File: config.mk
export PLATFORM = sky130hd
export DESIGN_NAME = cep_prioritizer
export DESIGN_NICKNAME = d
export VERILOG_FILES = /design/src/hw/cep_pkg.sv /design/src/hw/cep_prio_enc.sv /design/src/hw/cep_dbg_ctrl.sv /design/src/hw/cep_prioritizer.sv
export SDC_FILE = /design/constraint.sdc
export NUM_CORES = 1
export LEC_CHECK = 0
export BUFFER_PORTS_ARGS = -buffer_cell sky130_fd_sc_hd__buf_2
export CAP_MARGIN = 20
export CORE_ASPECT_RATIO = 0.7
export CORE_MARGIN = 5
export CORE_UTILIZATION = 44
export CTS_BUF_LIST = sky130_fd_sc_hd__clkbuf_4 sky130_fd_sc_hd__clkbuf_8 sky130_fd_sc_hd__clkbuf_16
export CTS_CLUSTER_DIAMETER = 50
export DETAILED_ROUTE_END_ITERATION = 10
export HOLD_SLACK_MARGIN = 0.1
export PLACE_DENSITY = 0.88
export RECOVER_POWER = 25
export SYNTH_ARGS = -nofsm -noshare
export SYNTH_HDL_FRONTEND = slang
export SYNTH_SLANG_ARGS = --single-unit
File: constraint.sdc
create_clock -name clk -period 1.48 [get_ports clk]
set_clock_uncertainty 0.2 [all_clocks]
set_input_delay 0.37 -clock clk [delete_from_list [all_inputs] [get_ports clk]]
set_output_delay 0.37 -clock clk [all_outputs]
set_load 0.05 [all_outputs]
File: src/hw/cep_pkg.sv
// Package for the exception prioritizer: cause codes, priority list,
// opcode classes and debug control layout.
// Assumes a single core clock domain; no software-visible registers.
package cep_pkg;

    // Cause slots, index 0 is the highest priority
    localparam int CEP_NUM_CAUSE = 22;
    localparam int CEP_CODE_W    = 5;

    localparam logic [4:0] CEP_C_RESET    = 5'h00;
    localparam logic [4:0] CEP_C_DSTEP    = 5'h01;
    localparam logic [4:0] CEP_C_DIRQ     = 5'h02;
    localparam logic [4:0] CEP_C_NMI      = 5'h03;
    localparam logic [4:0] CEP_C_IRQ      = 5'h04;
    localparam logic [4:0] CEP_C_DIFETCH  = 5'h05;
    localparam logic [4:0] CEP_C_FADDR    = 5'h06;
    localparam logic [4:0] CEP_C_IBUS     = 5'h07;
    localparam logic [4:0] CEP_C_DSWBRK   = 5'h08;
    localparam logic [4:0] CEP_C_SUPERVISOR_CALL_OPCODE  = 5'h09;
    localparam logic [4:0] CEP_C_BRK      = 5'h0A;
    localparam logic [4:0] CEP_C_RSVD     = 5'h0B;
    localparam logic [4:0] CEP_C_COPU     = 5'h0C;
    localparam logic [4:0] CEP_C_EXTU     = 5'h0D;
    localparam logic [4:0] CEP_C_OVF      = 5'h0E;
    localparam logic [4:0] CEP_C_TRAP     = 5'h0F;
    localparam logic [4:0] CEP_C_DDATA    = 5'h10;
    localparam logic [4:0] CEP_C_LADDR    = 5'h11;
    localparam logic [4:0] CEP_C_SADDR    = 5'h12;
    localparam logic [4:0] CEP_C_DBUS     = 5'h13;
    localparam logic [4:0] CEP_C_DLVAL    = 5'h14;
    localparam logic [4:0] CEP_C_NONE     = 5'h1F;

    // Opcode class presented by the execute stage
    localparam int CEP_OP_W = 3;
    localparam logic [2:0] CEP_OP_NONE    = 3'h0;
    localparam logic [2:0] CEP_OP_DBGBRK  = 3'h1;
    localparam logic [2:0] CEP_OP_SVCALL  = 3'h2;
    localparam logic [2:0] CEP_OP_BREAK   = 3'h3;
    localparam logic [2:0] CEP_OP_DBGRET  = 3'h4;
    localparam logic [2:0] CEP_OP_WAIT    = 3'h5;

    // Debug control: break request bit position
    localparam int CEP_DCTRL_W       = 8;
    localparam int CEP_DCTRL_BRK_BIT = 0;
    localparam logic [7:0] CEP_DCTRL_RST = 8'h00;

    // Which cause slots are debug exceptions
    localparam logic [21:0] CEP_DEBUG_MASK = 22'h110126;

    typedef enum logic [1:0] {
        CEP_MODE_NORMAL,
        CEP_MODE_DEBUG,
        CEP_MODE_WAIT
    } cep_mode_e;

endpackage

File: src/hw/cep_prio_enc.sv
// Fixed priority encoder over the exception cause vector.
// Assumes bit 0 of the vector is the most urgent cause.
`timescale 1ns/100ps
module cep_prio_enc
    import cep_pkg::*;
(
    // Pending causes
    input  wire logic [CEP_NUM_CAUSE-1:0] pend,
    // Winner
    output logic                          any,
    output logic [CEP_CODE_W-1:0]         code,
    output logic [CEP_NUM_CAUSE-1:0]      onehot
);

    // Lowest index wins; scan downward so the last hit is the best
    always_comb begin
        any    = 1'b0;
        code   = CEP_C_NONE;
        onehot = '0;
        for (int i = CEP_NUM_CAUSE - 1; i >= 0; i--) begin
            if (pend[i]) begin
                any    = 1'b1;
                code   = CEP_CODE_W'(i);
                onehot = CEP_NUM_CAUSE'(1) << i;
            end
        end
    end

endmodule // cep_prio_enc

File: src/hw/cep_dbg_ctrl.sv
// Debug control register holding the break request bit.
// Assumes the debug probe writes through a simple strobe port.
`timescale 1ns/100ps
module cep_dbg_ctrl
    import cep_pkg::*;
(
    // Clock and synchronised reset
    input  wire logic                   clk,
    input  wire logic                   rst_sync_b,
    // Probe write port
    input  wire logic                   wr_en,
    input  wire logic [CEP_DCTRL_W-1:0] wr_data,
    // Clear when debug irq is taken
    input  wire logic                   brk_taken,
    // State
    output logic [CEP_DCTRL_W-1:0]      ctrl_reg
);

    logic [CEP_DCTRL_W-1:0] ctrl_next;

    // Write set wins over the clear on taking, so no request is lost
    always_comb begin
        ctrl_next = ctrl_reg;
        if (brk_taken)
            ctrl_next[CEP_DCTRL_BRK_BIT] = 1'b0;
        if (wr_en)
            ctrl_next = wr_data;
    end

    always_ff @(posedge clk or negedge rst_sync_b) begin
        if (!rst_sync_b)
            ctrl_reg <= CEP_DCTRL_RST;
        else
            ctrl_reg <= ctrl_next;
    end

endmodule // cep_dbg_ctrl

File: src/hw/cep_prioritizer.sv
// Top of the exception prioritizer: gathers causes from the pipeline,
// selects one by fixed priority, tracks debug and power-down mode.
// Assumes all inputs synchronous to clk; cause inputs are levels valid
// in the cycle they are presented.
`timescale 1ns/100ps

// Functional notes
// - Several pending causes: take only the highest fixed priority one.
// - Reset exception on master clear pin or power-on reset.
// - Debug single step ranks just below reset.
// - Debug irq from external request pin or break request bit.
// - Non-maskable request ranks below debug irq.
// - Interrupt only for unmasked hardware or software request.
// - Instruction breakpoint match ranks below interrupts.
// - Misaligned or protected fetch gives fetch address error.
// - Bus error on fetch ranks below fetch address error.
// - Debug breakpoint opcode raises debug software break.
// - Supervisor call opcode raises system call, below debug break.
// - Break opcode raises break exception below system call.
// - Reserved opcode raises reserved-instruction exception.
// - Coprocessor opcode for disabled coprocessor raises unusable.
// - Extension opcode while disabled raises extension unusable.
// - Overflow raises overflow; true trap condition ranks just below.
// - Data address match or store address+value match: data break.
// - Misaligned or protected load gives load address error.
// - Misaligned or protected store ranks directly below load error.
// - Bus error on load or store ranks below store address error.
// - Load data value match is the lowest priority exception.
// - Debug exception enters debug mode until debug return opcode or reset exception.
module cep_prioritizer
    import cep_pkg::*;
(
    // Clock and reset
    input  wire logic                   clk,
    input  wire logic                   rst_b,
    // Reset sources
    input  wire logic                   master_clear_pin_b,
    input  wire logic                   por_event,
    // Interrupt and debug requests
    input  wire logic                   nmi_req,
    input  wire logic [7:0]             irq_pend,
    input  wire logic [7:0]             irq_mask,
    input  wire logic                   irq_global_en,
    input  wire logic                   ext_debug_request_pin,
    input  wire logic                   single_step_en,
    input  wire logic                   instr_retire,
    // Probe write to debug control
    input  wire logic                   dctrl_wr_en,
    input  wire logic [CEP_DCTRL_W-1:0] dctrl_wr_data,
    // Fetch stage causes
    input  wire logic                   ifetch_bp_match,
    input  wire logic                   ifetch_misalign,
    input  wire logic                   ifetch_protect,
    input  wire logic                   ifetch_bus_error,
    // Execute stage causes
    input  wire logic [CEP_OP_W-1:0]    op_class,
    input  wire logic                   op_reserved,
    input  wire logic                   op_copro,
    input  wire logic                   copro_enabled,
    input  wire logic                   op_ext,
    input  wire logic                   ext_enabled,
    input  wire logic                   arith_overflow,
    input  wire logic                   trap_true,
    // Memory stage causes
    input  wire logic                   data_addr_match,
    input  wire logic                   store_addr_val_match,
    input  wire logic                   load_misalign,
    input  wire logic                   load_protect,
    input  wire logic                   store_misalign,
    input  wire logic                   store_protect,
    input  wire logic                   data_bus_error,
    input  wire logic                   load_value_match,
    // Results
    output logic                        exc_valid,
    output logic [CEP_CODE_W-1:0]       exc_code_reg,
    output logic                        debug_mode,
    output logic                        power_down_req,
    output logic [CEP_DCTRL_W-1:0]      dctrl_state
);

    logic                     rst_meta_reg;
    logic                     rst_sync_b;
    logic [CEP_NUM_CAUSE-1:0] pend;
    logic [CEP_NUM_CAUSE-1:0] win_oh;
    logic [CEP_CODE_W-1:0]    win_code;
    logic                     win_any;
    logic                     is_dbg;
    logic                     dbg_irq_src;
    cep_mode_e                mode_reg;
    cep_mode_e                mode_next;
    logic [CEP_CODE_W-1:0]    code_next;
    logic                     valid_reg;
    logic                     valid_next;

    // Reset release through two flops; assert is immediate
    always_ff @(posedge clk or negedge rst_b) begin
        if (!rst_b) begin
            rst_meta_reg <= 1'b0;
            rst_sync_b   <= 1'b0;
        end else begin
            rst_meta_reg <= 1'b1;
            rst_sync_b   <= rst_meta_reg;
        end
    end

    // Debug control register with the break request bit
    cep_dbg_ctrl u_dctrl (
        .clk        (clk),
        .rst_sync_b (rst_sync_b),
        .wr_en      (dctrl_wr_en),
        .wr_data    (dctrl_wr_data),
        .brk_taken  (win_any && win_code == CEP_C_DIRQ),
        .ctrl_reg   (dctrl_state)
    );

    assign dbg_irq_src = ext_debug_request_pin
                       | dctrl_state[CEP_DCTRL_BRK_BIT];

    // Cause vector in priority order; debug causes other than the debug break opcode only outside debug
    always_comb begin
        pend = '0;
        pend[CEP_C_RESET]   = !master_clear_pin_b || por_event;
        pend[CEP_C_DSTEP]   = single_step_en && instr_retire
                            && mode_reg != CEP_MODE_DEBUG;
        pend[CEP_C_DIRQ]    = dbg_irq_src
                            && mode_reg != CEP_MODE_DEBUG;
        pend[CEP_C_NMI]     = nmi_req;
        pend[CEP_C_IRQ]     = irq_global_en
                            && |(irq_pend & ~irq_mask);
        pend[CEP_C_DIFETCH] = ifetch_bp_match
                            && mode_reg != CEP_MODE_DEBUG;
        pend[CEP_C_FADDR]   = ifetch_misalign || ifetch_protect;
        pend[CEP_C_IBUS]    = ifetch_bus_error;
        pend[CEP_C_DSWBRK]  = op_class == CEP_OP_DBGBRK;
        pend[CEP_C_SUPERVISOR_CALL_OPCODE] = op_class == CEP_OP_SVCALL;
        pend[CEP_C_BRK]     = op_class == CEP_OP_BREAK;
        pend[CEP_C_RSVD]    = op_reserved;
        pend[CEP_C_COPU]    = op_copro && !copro_enabled;
        pend[CEP_C_EXTU]    = op_ext && !ext_enabled;
        pend[CEP_C_OVF]     = arith_overflow;
        pend[CEP_C_TRAP]    = trap_true;
        pend[CEP_C_DDATA]   = (data_addr_match || store_addr_val_match)
                            && mode_reg != CEP_MODE_DEBUG;
        pend[CEP_C_LADDR]   = load_misalign || load_protect;
        pend[CEP_C_SADDR]   = store_misalign || store_protect;
        pend[CEP_C_DBUS]    = data_bus_error;
        pend[CEP_C_DLVAL]   = load_value_match
                            && mode_reg != CEP_MODE_DEBUG;
    end

    // One winner from the fixed order
    cep_prio_enc u_enc (
        .pend   (pend),
        .any    (win_any),
        .code   (win_code),
        .onehot (win_oh)
    );

    assign is_dbg = |(win_oh & CEP_DEBUG_MASK);

    // Mode and result next state; exceptions outrank wait and return
    always_comb begin
        mode_next  = mode_reg;
        code_next  = exc_code_reg;
        valid_next = win_any;
        if (win_any) begin
            code_next = win_code;
            if (win_code == CEP_C_RESET)
                mode_next = CEP_MODE_NORMAL;
            else if (is_dbg)
                mode_next = CEP_MODE_DEBUG;
            else if (mode_reg == CEP_MODE_WAIT)
                mode_next = CEP_MODE_NORMAL; // Wake on any exception
        end else begin
            case (mode_reg)
                CEP_MODE_DEBUG: begin
                    if (op_class == CEP_OP_DBGRET)
                        mode_next = CEP_MODE_NORMAL;
                end
                CEP_MODE_NORMAL: begin
                    if (op_class == CEP_OP_WAIT)
                        mode_next = CEP_MODE_WAIT;
                end
                CEP_MODE_WAIT: mode_next = CEP_MODE_WAIT;
                default: mode_next = CEP_MODE_NORMAL;
            endcase
        end
    end

    // Static state: holds through a slowed or stopped clock
    always_ff @(posedge clk or negedge rst_sync_b) begin
        if (!rst_sync_b) begin
            mode_reg     <= CEP_MODE_NORMAL;
            exc_code_reg <= CEP_C_NONE;
            valid_reg    <= 1'b0;
        end else begin
            mode_reg     <= mode_next;
            exc_code_reg <= code_next;
            valid_reg    <= valid_next;
        end
    end

    assign exc_valid      = valid_reg;
    assign debug_mode     = mode_reg == CEP_MODE_DEBUG;
    assign power_down_req = mode_reg == CEP_MODE_WAIT;

    // Checks
    property p_reset_wins;
        @(posedge clk) disable iff (!rst_sync_b)
        (!master_clear_pin_b || por_event) |=>
            exc_valid && exc_code_reg == CEP_C_RESET;
    endproperty
    a_reset_wins: assert property (p_reset_wins)
        else $error("reset cause not taken");

    property p_nmi_over_irq;
        @(posedge clk) disable iff (!rst_sync_b)
        (nmi_req && master_clear_pin_b && !por_event && pend[2:1] == 2'b00)
            |=> exc_code_reg == CEP_C_NMI;
    endproperty
    a_nmi_over_irq: assert property (p_nmi_over_irq)
        else $error("nmi not chosen");

    property p_masked_irq;
        @(posedge clk) disable iff (!rst_sync_b)
        (pend[3:0] == 4'h0 && pend[5]
            && (!irq_global_en || (irq_pend & ~irq_mask) == 8'h00))
            |=> exc_code_reg == CEP_C_DIFETCH;
    endproperty
    a_masked_irq: assert property (p_masked_irq)
        else $error("instruction break lost");

    property p_one_winner;
        @(posedge clk) disable iff (!rst_sync_b)
        win_any |-> $onehot(win_oh) && ((pend & (win_oh - 22'h1)) == '0);
    endproperty
    a_one_winner: assert property (p_one_winner)
        else $error("winner not highest");

    property p_dbg_enter;
        @(posedge clk) disable iff (!rst_sync_b)
        (win_any && is_dbg && win_code != CEP_C_RESET) |=> debug_mode;
    endproperty
    a_dbg_enter: assert property (p_dbg_enter)
        else $error("debug mode not entered");

    property p_dbg_stay;
        @(posedge clk) disable iff (!rst_sync_b)
        (debug_mode && op_class != CEP_OP_DBGRET && !pend[0]) |=> debug_mode;
    endproperty
    a_dbg_stay: assert property (p_dbg_stay)
        else $error("debug mode left early");

    property p_wait_req;
        @(posedge clk) disable iff (!rst_sync_b)
        (mode_reg == CEP_MODE_NORMAL && op_class == CEP_OP_WAIT && !win_any)
            |=> power_down_req ##1 (power_down_req || exc_valid);
    endproperty
    a_wait_req: assert property (p_wait_req)
        else $error("power-down not requested");

    property p_store_below_load;
        @(posedge clk) disable iff (!rst_sync_b)
        (pend[CEP_C_SADDR] && pend[CEP_C_LADDR] && pend[16:0] == 17'h0)
            |=> exc_code_reg == CEP_C_LADDR;
    endproperty
    a_store_below_load: assert property (p_store_below_load)
        else $error("store error outranked load");

    property p_step_first;
        @(posedge clk) disable iff (!rst_sync_b)
        (!pend[0] && pend[1]) |=> exc_code_reg == CEP_C_DSTEP;
    endproperty
    a_step_first: assert property (p_step_first)
        else $error("single step lost");

    property p_dirq_src;
        @(posedge clk) disable iff (!rst_sync_b)
        (pend[1:0] == 2'b00 && !debug_mode && dbg_irq_src)
            |=> exc_code_reg == CEP_C_DIRQ && debug_mode;
    endproperty
    a_dirq_src: assert property (p_dirq_src)
        else $error("debug irq lost");

    property p_dbg_exit;
        @(posedge clk) disable iff (!rst_sync_b)
        (debug_mode && op_class == CEP_OP_DBGRET && !win_any) |=> !debug_mode;
    endproperty
    a_dbg_exit: assert property (p_dbg_exit)
        else $error("debug not left");

    property p_wait_wake;
        @(posedge clk) disable iff (!rst_sync_b)
        (power_down_req && win_any) |=> exc_valid && !power_down_req;
    endproperty
    a_wait_wake: assert property (p_wait_wake)
        else $error("wait not left");

endmodule // cep_prioritizer

* After elaboration in Yosys (flattened, before gate mapping)
Index checks and enable logic that the tools add are counted.
** Storage, ports and cells
- Output and inout bits :: 16
- Word-level logic and storage cells :: 118
- Register bits :: 18
** Cells by class
- Multiplexer cells :: 72
- Bitwise gates (word level) :: 3
- Reductions and logical operators :: 24
- Equality and inequality tests :: 12
** Operator list (count)
- 21-bit 2-to-1 mux :: 21
- 5-bit 2-to-1 mux :: 16
- 1-bit 2-to-1 mux :: 23
- 4-bit 2-to-1 mux :: 5
- 2-bit 2-to-1 mux :: 6
- 1-bit logical AND :: 10
- 8-bit bitwise AND :: 1
- 8-bit inverter :: 1
- 8-bit OR reduction :: 1
- 3-bit by 2-bit equality test with 1-bit output, second input constant :: 2
- 3-bit equality test, second input constant :: 2
- 2-bit case mux with 3 select lines :: 1
- 6-bit OR reduction :: 1
- 5-bit by 2-bit equality test with 1-bit output, second input constant :: 1
- 5-bit logical NOT :: 1
- 1-bit logical OR :: 5
- 4-bit by 3-bit != test with 1-bit output, second input constant :: 1
- 3-bit by 1-bit equality test with 1-bit output, second input constant :: 1
- 1-bit logical NOT :: 3
- 3-bit by 1-bit != test with 1-bit output, second input constant :: 1
- 3-bit != test, second input constant :: 1
- 3-bit AND reduction :: 1
- 2-bit by 1-bit equality test with 1-bit output, second input constant :: 1
- 2-bit equality test, second input constant :: 1
- other kinds (4) :: 4

* Longest topological paths before layout
Gate-level depths: netlist of run 1.
- Depth in word-level cells :: 27
- Gate-level depth with buffers :: 7
- Mapped depth without buffers :: 7

* Cells and area by module
A second synthesis of run 1 with hierarchy kept.
** Second synthesis, totals
- Cells, all modules :: 151
- Area, all modules :: 1373.8 um^2
** Modules (own cells, without submodules)
- cep_prioritizer :: cells an instance 64, instances 1, area each 584.3 um^2
- cep_prio_enc :: cells an instance 69, instances 1, area each 459.2 um^2
- cep_dbg_ctrl :: cells an instance 18, instances 1, area each 330.3 um^2

* Least setup slack after synthesis of run 1
Ideal clock, no wire load.
- Path type :: register to register
- Start :: register u_dctrl.ctrl_reg[0]
- End :: register mode_reg[1]
- Stages on the path, launching flop included :: 7
- Setup time :: 131 ps
- Arrival :: 1725 ps
- Slack :: -577 ps
- Clock period less this slack :: 2057 ps
- Required time :: 1149 ps
- Path through :: dfrtp_1 a211oi_1 a22oi_1 o41ai_1 a31oi_1 nand4_1 o31ai_1
** On the way
- Word-level cells in the longest chain between the ends :: 9
- Elaborated cells on any way between the ends :: 20
- Classes of those cells :: eq/ne: 3; mux: 12; bitwise: 1; reduce/logical: 4
** Ends and longest elaborated chain
- start: declaration :: RTL line cep_dbg_ctrl.sv:16 : output logic [CEP_DCTRL_W-1:0] ctrl_reg
- start signal: assignment :: RTL line cep_dbg_ctrl.sv:34 : ctrl_reg <= ctrl_next;
- 1-bit OR (*) :: RTL line cep_prioritizer.sv:117 : | dctrl_state[CEP_DCTRL_BRK_BIT];
- 1-bit logical AND (*) :: RTL line cep_prioritizer.sv:126 : && mode_reg != CEP_MODE_DEBUG;
- 21-bit 2-to-1 mux (3 in a row) :: RTL line cep_prio_enc.sv:21 : if (pend[i]) begin
- 6-bit OR reduction :: RTL line cep_prioritizer.sv:159 : assign is_dbg = |(win_oh & CEP_DEBUG_MASK);
- 2-bit 2-to-1 mux :: RTL line cep_prioritizer.sv:170 : else if (is_dbg)
- 2-bit 2-to-1 mux :: RTL line cep_prioritizer.sv:168 : if (win_code == CEP_C_RESET)
- 2-bit 2-to-1 mux :: RTL line cep_prioritizer.sv:166 : if (win_any) begin
- end signal: assignment :: RTL line cep_prioritizer.sv:197 : mode_reg <= mode_next;
- end: declaration :: RTL line cep_prioritizer.sv:89 : cep_mode_e mode_reg;
Mark *: on every way between the ends. The rest lies on a longest branch, timed or not.
A chain may end at the register's enable or synchronous reset.

* Final worst setup path of run 1
- Start :: register mode_reg[1]
- End :: register mode_reg[0]
** On the way
- Word-level cells in the longest chain between the ends :: 27
- Elaborated cells on any way between the ends :: 82
- Classes of those cells :: eq/ne: 6; mux: 67; reduce/logical: 9
** Ends and longest elaborated chain
- 2-bit by 1-bit != test with 1-bit output
- 1-bit logical AND :: RTL line cep_prioritizer.sv:148 : && mode_reg != CEP_MODE_DEBUG;
- 21-bit 2-to-1 mux (21 in a row) :: RTL line cep_prio_enc.sv:21
- 6-bit OR reduction :: RTL line cep_prioritizer.sv:159
- 2-bit 2-to-1 mux :: RTL line cep_prioritizer.sv:170
- 2-bit 2-to-1 mux :: RTL line cep_prioritizer.sv:168
- 2-bit 2-to-1 mux :: RTL line cep_prioritizer.sv:166
Several ways; a longest one is shown, not always the timed one.

==> summary.md, run 1 <==
| Metric | Value |
|---|---|
| Slew Limit Fails | 0 |
| Cell taking the most area after synthesis | dfrtp_1 |
| CP Class | register to register |
| Initial antenna violation count | 0 |
| PD cells | 680.5 nW/µm² |
| Worst-path maximum fanout | 6 |
| Sink Count | 18 |
| Reg2Reg Launch Point | mode_reg[1] |
| MaxCap Viol Count | 0 |
| WL final | 6398 µm |
| Chip height | 54.77 µm |
| Max reg flops | 8 |
| Setup violations, final | 17 |
| Drt via density | 6.213 |
| Internal reg-to-reg setup slack | -0.38 ns |
| CP Buf/Inv Count | 1 |
| CTS tree | yes |
| Die W | 73.96 µm |
| Leakage | 1.178 nW |
| Total Power | 1.668 mW |
| Area delta synth->final | 94.54% |
| Vias in the first global route | 1839 |
| Grt ovf | 0 |
| Cells along the critical path | nand2b_4 -> buf_4 -> a21oi_4 -> nand4_4 -> o21ai_1 -> a31o_1 |
| GPL Wtd Cong | 0.8724 |
| Mapped Cells | 135 |
| Core Area | 2763 µm² |
| Asr flop ratio synth | 100.0% |
| First DRT Iteration DRCs | 126 |
| Peak Freq | 0.5378 GHz |
| Non-Filler Instances | 291 |
| Post-layout instance area | 2451 µm² |
| Pin count of the biggest net entering global routing | 17 |
| Status | complete, but fails checks |
| Top delay family on crit path | compound AO/OA/AOI/OAI gates |
| Placed cell areas | 1992 µm² |
| Hold Path End | u_dctrl.ctrl_reg[6] |
| Post-route DRC | 0 |
| Final core occ | 88.72% |
| Routed Antenna Nets | 0 |
| Post-synthesis sequential area ratio | 36.25% |
| Final hold viol count | 0 |
| Peak supply drop | 0.6712 mV |
| Setup WS post-layout | -0.3795 ns |
| Clock Path Buffers | 2 |
| Mean Syn Cell Area | 9.333 µm² |
| Synth Cell Area | 1260 µm² |
| Via count | 1808 |
| Commonest non-fill, non-tap cells in the layout | buf_2, buf_4, dfrtp_1, buf_6, nor2_1 |
| Ports | 72 |
| Hold WC Path Type | primary input to register |
| Post-detail-place hpwl | 3495 µm |
| Total track usage | 29.91% |
| Die ar. | 4051 µm² |
| WL/cell | 21.99 µm |
| First-pass GRT wire length | 8818 µm |
| Final worst path period need | 1.859 ns |
| TritonCTS Buffers | 3 |
| # fillers | 116 |
| Layout cells sized above 1 | 70.98% |
| Num rows | 16 |
| Synth area leaders | dfrtp_1, dfstp_2, mux2_2 |
| FF/Latch Area | 459.2 µm² |
| Commonest non-fill, non-tap cell in the layout | buf_2 |
| Ant diodes | 0 |
| Clk_lat worst skew | 0.26 ns |
| Yosys cell types | 53 |
| H-tree levels | 1 |
| PortBufs | 71 |
| Top FF cell, synth | dfrtp_1 |
| Worst R2R End | mode_reg[0] |
| Endpoint class of the critical path | register |
| Slowest-stage cell, CP | dfrtp_1 |
| Fin crit share | 125.6% |
| Slowest stage delay, CP | 0.38 ns |
| Final #Nets | 312 |
| Post-synth EDFFs | 0 |
| Yosys warns | 0 |
| Footprint of the multi-input gates | 968.4 µm² |
| Mapped Nets | 191 |
| Post-synth top area share | 25.82% |
| Setup_tns | -3.179 ns |
| Failing checks | setup timing |
| Initial Util | 45.61% |
| CTS root buf | clkbuf_8 |
| First-pass DRT Iterations | 4 |
| Hold depth | 2 |
| Critical path arrival | 1.86 ns |
| Min-delay src | dctrl_wr_data[6] |
| Reg clk slew, reported paths | 0.07 ns |
| Worst Path Required | 1.48 ns |
| Startpoint Class | register |
| Placed Cells | 276 |
| Unrepaired setup endpoints after global routing | yes |
| Seq cells post-synth | 18 |
| Reg2Reg Depth | 6 |
synthesized netlist by cell type, types with 2 or more instances:
master,number
or2b_2,2
a31oi_1,3
o22ai_1,3
a211oi_1,5
nor2_1,12
dfstp_2,5
nor3_2,2
mux2_2,7
nand2_1,8
nor3_1,5
dfrtp_1,13
nand4_1,2
o21ai_0,9
nand2b_1,2
o21bai_1,2
inv_1,12
nand3_1,5
nand4b_1,3
layout make-up:
cell class              instances  area share [%]
clock buffers                   4           2.246
flip-flops and latches         18           18.73
inverters                      14           3.216
multi-input cells             102           39.51
repair buffers                117           34.46
well taps                      36           1.838
worst register-to-register path, stage by stage (launching register included):
cell	delay [ns]
dfrtp_1	0.38
nand2b_4	0.21
buf_4	0.18
a21oi_4	0.21
nand4_4	0.23
o21ai_1	0.25
a31o_1	0.14
logic make-up after synthesis:
family / share of synthesized area, %
multiplexers: 8.342
buffers and inverters: 4.865
flip-flops: 36.25
XOR/XNOR: 0.6953
AO/OA/AOI/OAI: 25.62
other: 0.2976
AND/OR/NAND/NOR: 23.93
stage by stage:
step	hold WS (ns)	setup WS, ns
5_1_grt	0.1327	-0.4279
4_1_cts	0.1251	-0.2713
6_report	0.1424	-0.3795
3_3_place_gp	-0.04376	-0.5815
2_1_floorplan	-0.1256	-0.3438
3_5_place_dp	-0.04241	-0.6123
power by group:
| part | internal, mW | switching [mW] |
|---|---|---|
| logic | 0.304 | 0.398 |
| clock network | 0.237 | 0.175 |
| registers | 0.529 | 0.0255 |
layer usage:
layer,track usage (%),share of wire [%],vias to the layer above
met5,0,0,-
met4,20.78,7.5,0
met3,8.073,9.1,54
met2,54.26,47,142
met1,30.49,36,868
li1,-,-,744
how the worst max path moves through the flow:
stage | end | startpoint | cells after the start
after floorplan | exc_code_reg[1] | irq_pend[0] | 6
after global placement | exc_code_reg[0] | irq_pend[0] | 6
after detailed placement | exc_code_reg[0] | irq_pend[0] | 6
after CTS | exc_code_reg[1] | u_dctrl.ctrl_reg[0] | 5
after global routing | exc_code_reg[1] | copro_enabled | 7
final | mode_reg[0] | mode_reg[1] | 6
repair_timing:
action                     CTS  global route
setup endpoints to repair   16            20
pin swaps                   13             4
hold endpoints to repair    13             0
setup buffers                7             2
cloned                       0             0
hold buffers                 2             0
gates resized for setup     52            25
Power figures use the tool's default switching activity.
==> run 2: changes to the inputs <==
- PLACE_DENSITY: 0.88 -> 0.8
==> run 2 against run 1 <==
Compared with the run above:
- the run still ends with setup timing left
- sequential share of layout area grew 1.0 points
- die area is the same
- count of clock-buffer cells in the layout is the same
- cell area shrank 5.1%
- routed wire length shrank 26%
- clock power shrank 7.0%
- non-clock buffer count shrank 4
- setup slack gained 0.022 ns
- total power shrank 6.6%
- combinational power shrank 12%
- cell count shrank 1.4%
- critical path depth is the same
- critical path type unchanged
==> summary.md, run 2 (synthesized netlist as in run 1, its figures left out) <==
| Metric | Value |
|---|---|
| Status | complete, but fails checks |
| Failing checks | setup timing |
| Slew Limit Fails | 0 (unchanged) |
| PD cells | 669.6 nW/µm² (-1.6%) |
| Worst-path maximum fanout | 4 (-2) |
| Setup violations, final | 15 (-2) |
| Pre-CTS WS | -0.6514 ns (-0.03907 ns) |
| Drt via density | 5.366 (-14%) |
| Post-route DRC | 0 (unchanged) |
| Initial Util | 45.61% (unchanged) |
| Routed Antenna Nets | 0 (unchanged) |
| Post-layout instance area | 2327 µm² (-5.1%) |
| Clk pwr share | 24.6% (about the same) |
| Reg clk slew, reported paths | 0.07 ns (about the same) |
| Via count | 1540 (-15%) |
| Layout cells sized above 1 | 67.73% (-3.3 points) |
| WL final | 4716 µm (-26%) |
| Worst Path Required | 1.42 ns (-0.06 ns) |
| Commonest non-fill, non-tap cell in the layout | buf_2 |
| GPL Wtd Cong | 0.8022 (-8.0%) |
| Max reg flops | 8 (unchanged) |
| Endpoint class of the critical path | register |
| Grt ovf | 0 (unchanged) |
| Pin count of the biggest net entering global routing | 17 (unchanged) |
| Clock Path Buffers | 2 (unchanged) |
| CTS tree | yes |
| PortBufs | 71 (unchanged) |
| MaxCap Viol Count | 0 (unchanged) |
| Ports | 72 (unchanged) |
| Internal reg-to-reg setup slack | -0.36 ns (+0.02 ns) |
| Commonest non-fill, non-tap cells in the layout | buf_2, buf_4, dfrtp_1 |
| TritonCTS Buffers | 3 (unchanged) |
| Critical path arrival | 1.78 ns (-0.08 ns) |
| Post-detail-place hpwl | 3672 µm (+5.1%) |
| Final hold viol count | 0 (unchanged) |
| Initial antenna violation count | 0 (unchanged) |
| Area delta synth->final | 84.71% |
| Setup WS post-layout | -0.3575 ns (+0.02202 ns) |
| WL/cell | 16.43 µm (-25%) |
| Die W | 73.96 µm (unchanged) |
| First-pass DRT Iterations | 5 (+1) |
| Peak supply drop | 0.8532 mV (+27%) |
| Unrepaired setup endpoints after global routing | yes |
| Reg power frac | 35.9% (+2.7 points) |
| H-tree levels | 1 (unchanged) |
| Reg2Reg Launch Point | u_dctrl.ctrl_reg[0] |
| Hold WC Path Type | register to asynchronous set/reset pin |
| Total Power | 1.558 mW (-6.6%) |
| Clk_lat worst skew | 0.26 ns (about the same) |
| Num rows | 16 (unchanged) |
| Final #Nets | 308 (-1.3%) |
| Worst R2R End | mode_reg[1] |
| Leakage | 1.103 nW (-6.4%) |
| Die ar. | 4051 µm² (unchanged) |
| Ant diodes | 0 (unchanged) |
| Rel. slew slack | 56.21% |
| Peak Freq | 0.5442 GHz (+1.2%) |
| Net Switching | 0.5389 mW (-10%) |
| Final worst path period need | 1.837 ns (-0.02202 ns) |
| Core Area | 2763 µm² (unchanged) |
| First DRT Iteration DRCs | 68 (-46%) |
| Startpoint Class | register |
| Chip height | 54.77 µm (unchanged) |
| Internal power | 1.019 mW (-4.7%) |
| CP Class | register to register |
| Switching fraction of total power | 34.58% (-1.3 points) |
| Sink Count | 18 (unchanged) |
| Placed cell areas | 1999 µm² (+0.38%) |
| Fin crit share | 124.2% (-1.5 points) |
| Vias in the first global route | 1574 (-14%) |
| Total track usage | 23.88% (-6.0 points) |
| First-pass GRT wire length | 7162 µm (-19%) |
| Final core occ | 84.24% (-4.5 points) |
| CTS root buf | clkbuf_8 |
| Gate power share | 39.6% (-2.5 points) |
| Reg2Reg Depth | 6 (unchanged) |
| Worst Tran Pin Value | 0.6569 ns |
-- run 2: cell count changes in the layout (fill, tap and decap cells not counted), sizes merged --
cell / delta
clkbuf: -2
buf: -1
dlygate4sd3: -1
-- run 2: critical path, cell delays in order (launching register included) --
cell and delay, ns:
dfrtp_2 0.43, a211oi_4 0.27, a22oi_2 0.14, o41ai_2 0.27, a31oi_2 0.16, nand4_1 0.14, o31ai_1 0.10
-- run 2: how the worst max path moves through the flow --
stage | to | cells past startpoint | startpoint
2_1_floorplan | exc_code_reg[1] | 6 | irq_pend[0]
3_3_place_gp | exc_code_reg[0] | 6 | irq_pend[0]
3_5_place_dp | exc_code_reg[0] | 6 | irq_pend[0]
4_1_cts | mode_reg[1] | 6 | u_dctrl.ctrl_reg[0]
5_1_grt | mode_reg[1] | 6 | u_dctrl.ctrl_reg[0]
6_report | mode_reg[1] | 6 | u_dctrl.ctrl_reg[0]
-- run 2: metal layers --
metal / wire (µm) / track usage (%) / vias to the layer above
met5: 0 / 0 / -
met2: 2497 / 44.85 / 65
met1: 1800 / 28.01 / 734
met4: 50 / 3.916 / 0
met3: 368 / 6.239 / 8
li1: - / - / 733
-- run 2: through the flow --
step / setup TNS [ns] / hold WS, ns / std cells
finish: -2.958 / 0.06716 / 287
global route: -3.633 / 0.1348 / 287
CTS: -2.811 / 0.07574 / 285
detailed placement: -4.674 / -0.04414 / 277
global placement: -4.216 / -0.04433 / 277
floorplan: -1.502 / -0.1256 / 135
-- run 2: area by class of cell --
type / instances / area [µm²]
multi-input cells: 102 / 913.4
repair buffers: 113 / 783.3
clock buffers: 4 / 48.80
flip-flops and latches: 18 / 459.2
inverters: 14 / 77.57
well taps: 36 / 45.04
fillers: 163 / 435.4
-- run 2: what timing repair did --
item	CTS	global route
buffers inserted	3	2
endpoints found under the setup margin	16	18
resized for setup	38	19
hold buffers	1	0
pin swaps	8	3
endpoints found under the hold margin	13	0
-- run 2: power groups by stage --
stage	clock network, mW	registers, mW	logic [mW]
3_3_place_gp	0	0.561	0.512
6_report	0.383	0.559	0.617
5_1_grt	0.407	0.563	0.657
2_1_floorplan	0	0.657	0.186
4_1_cts	0.377	0.559	0.578
3_5_place_dp	0	0.564	0.525
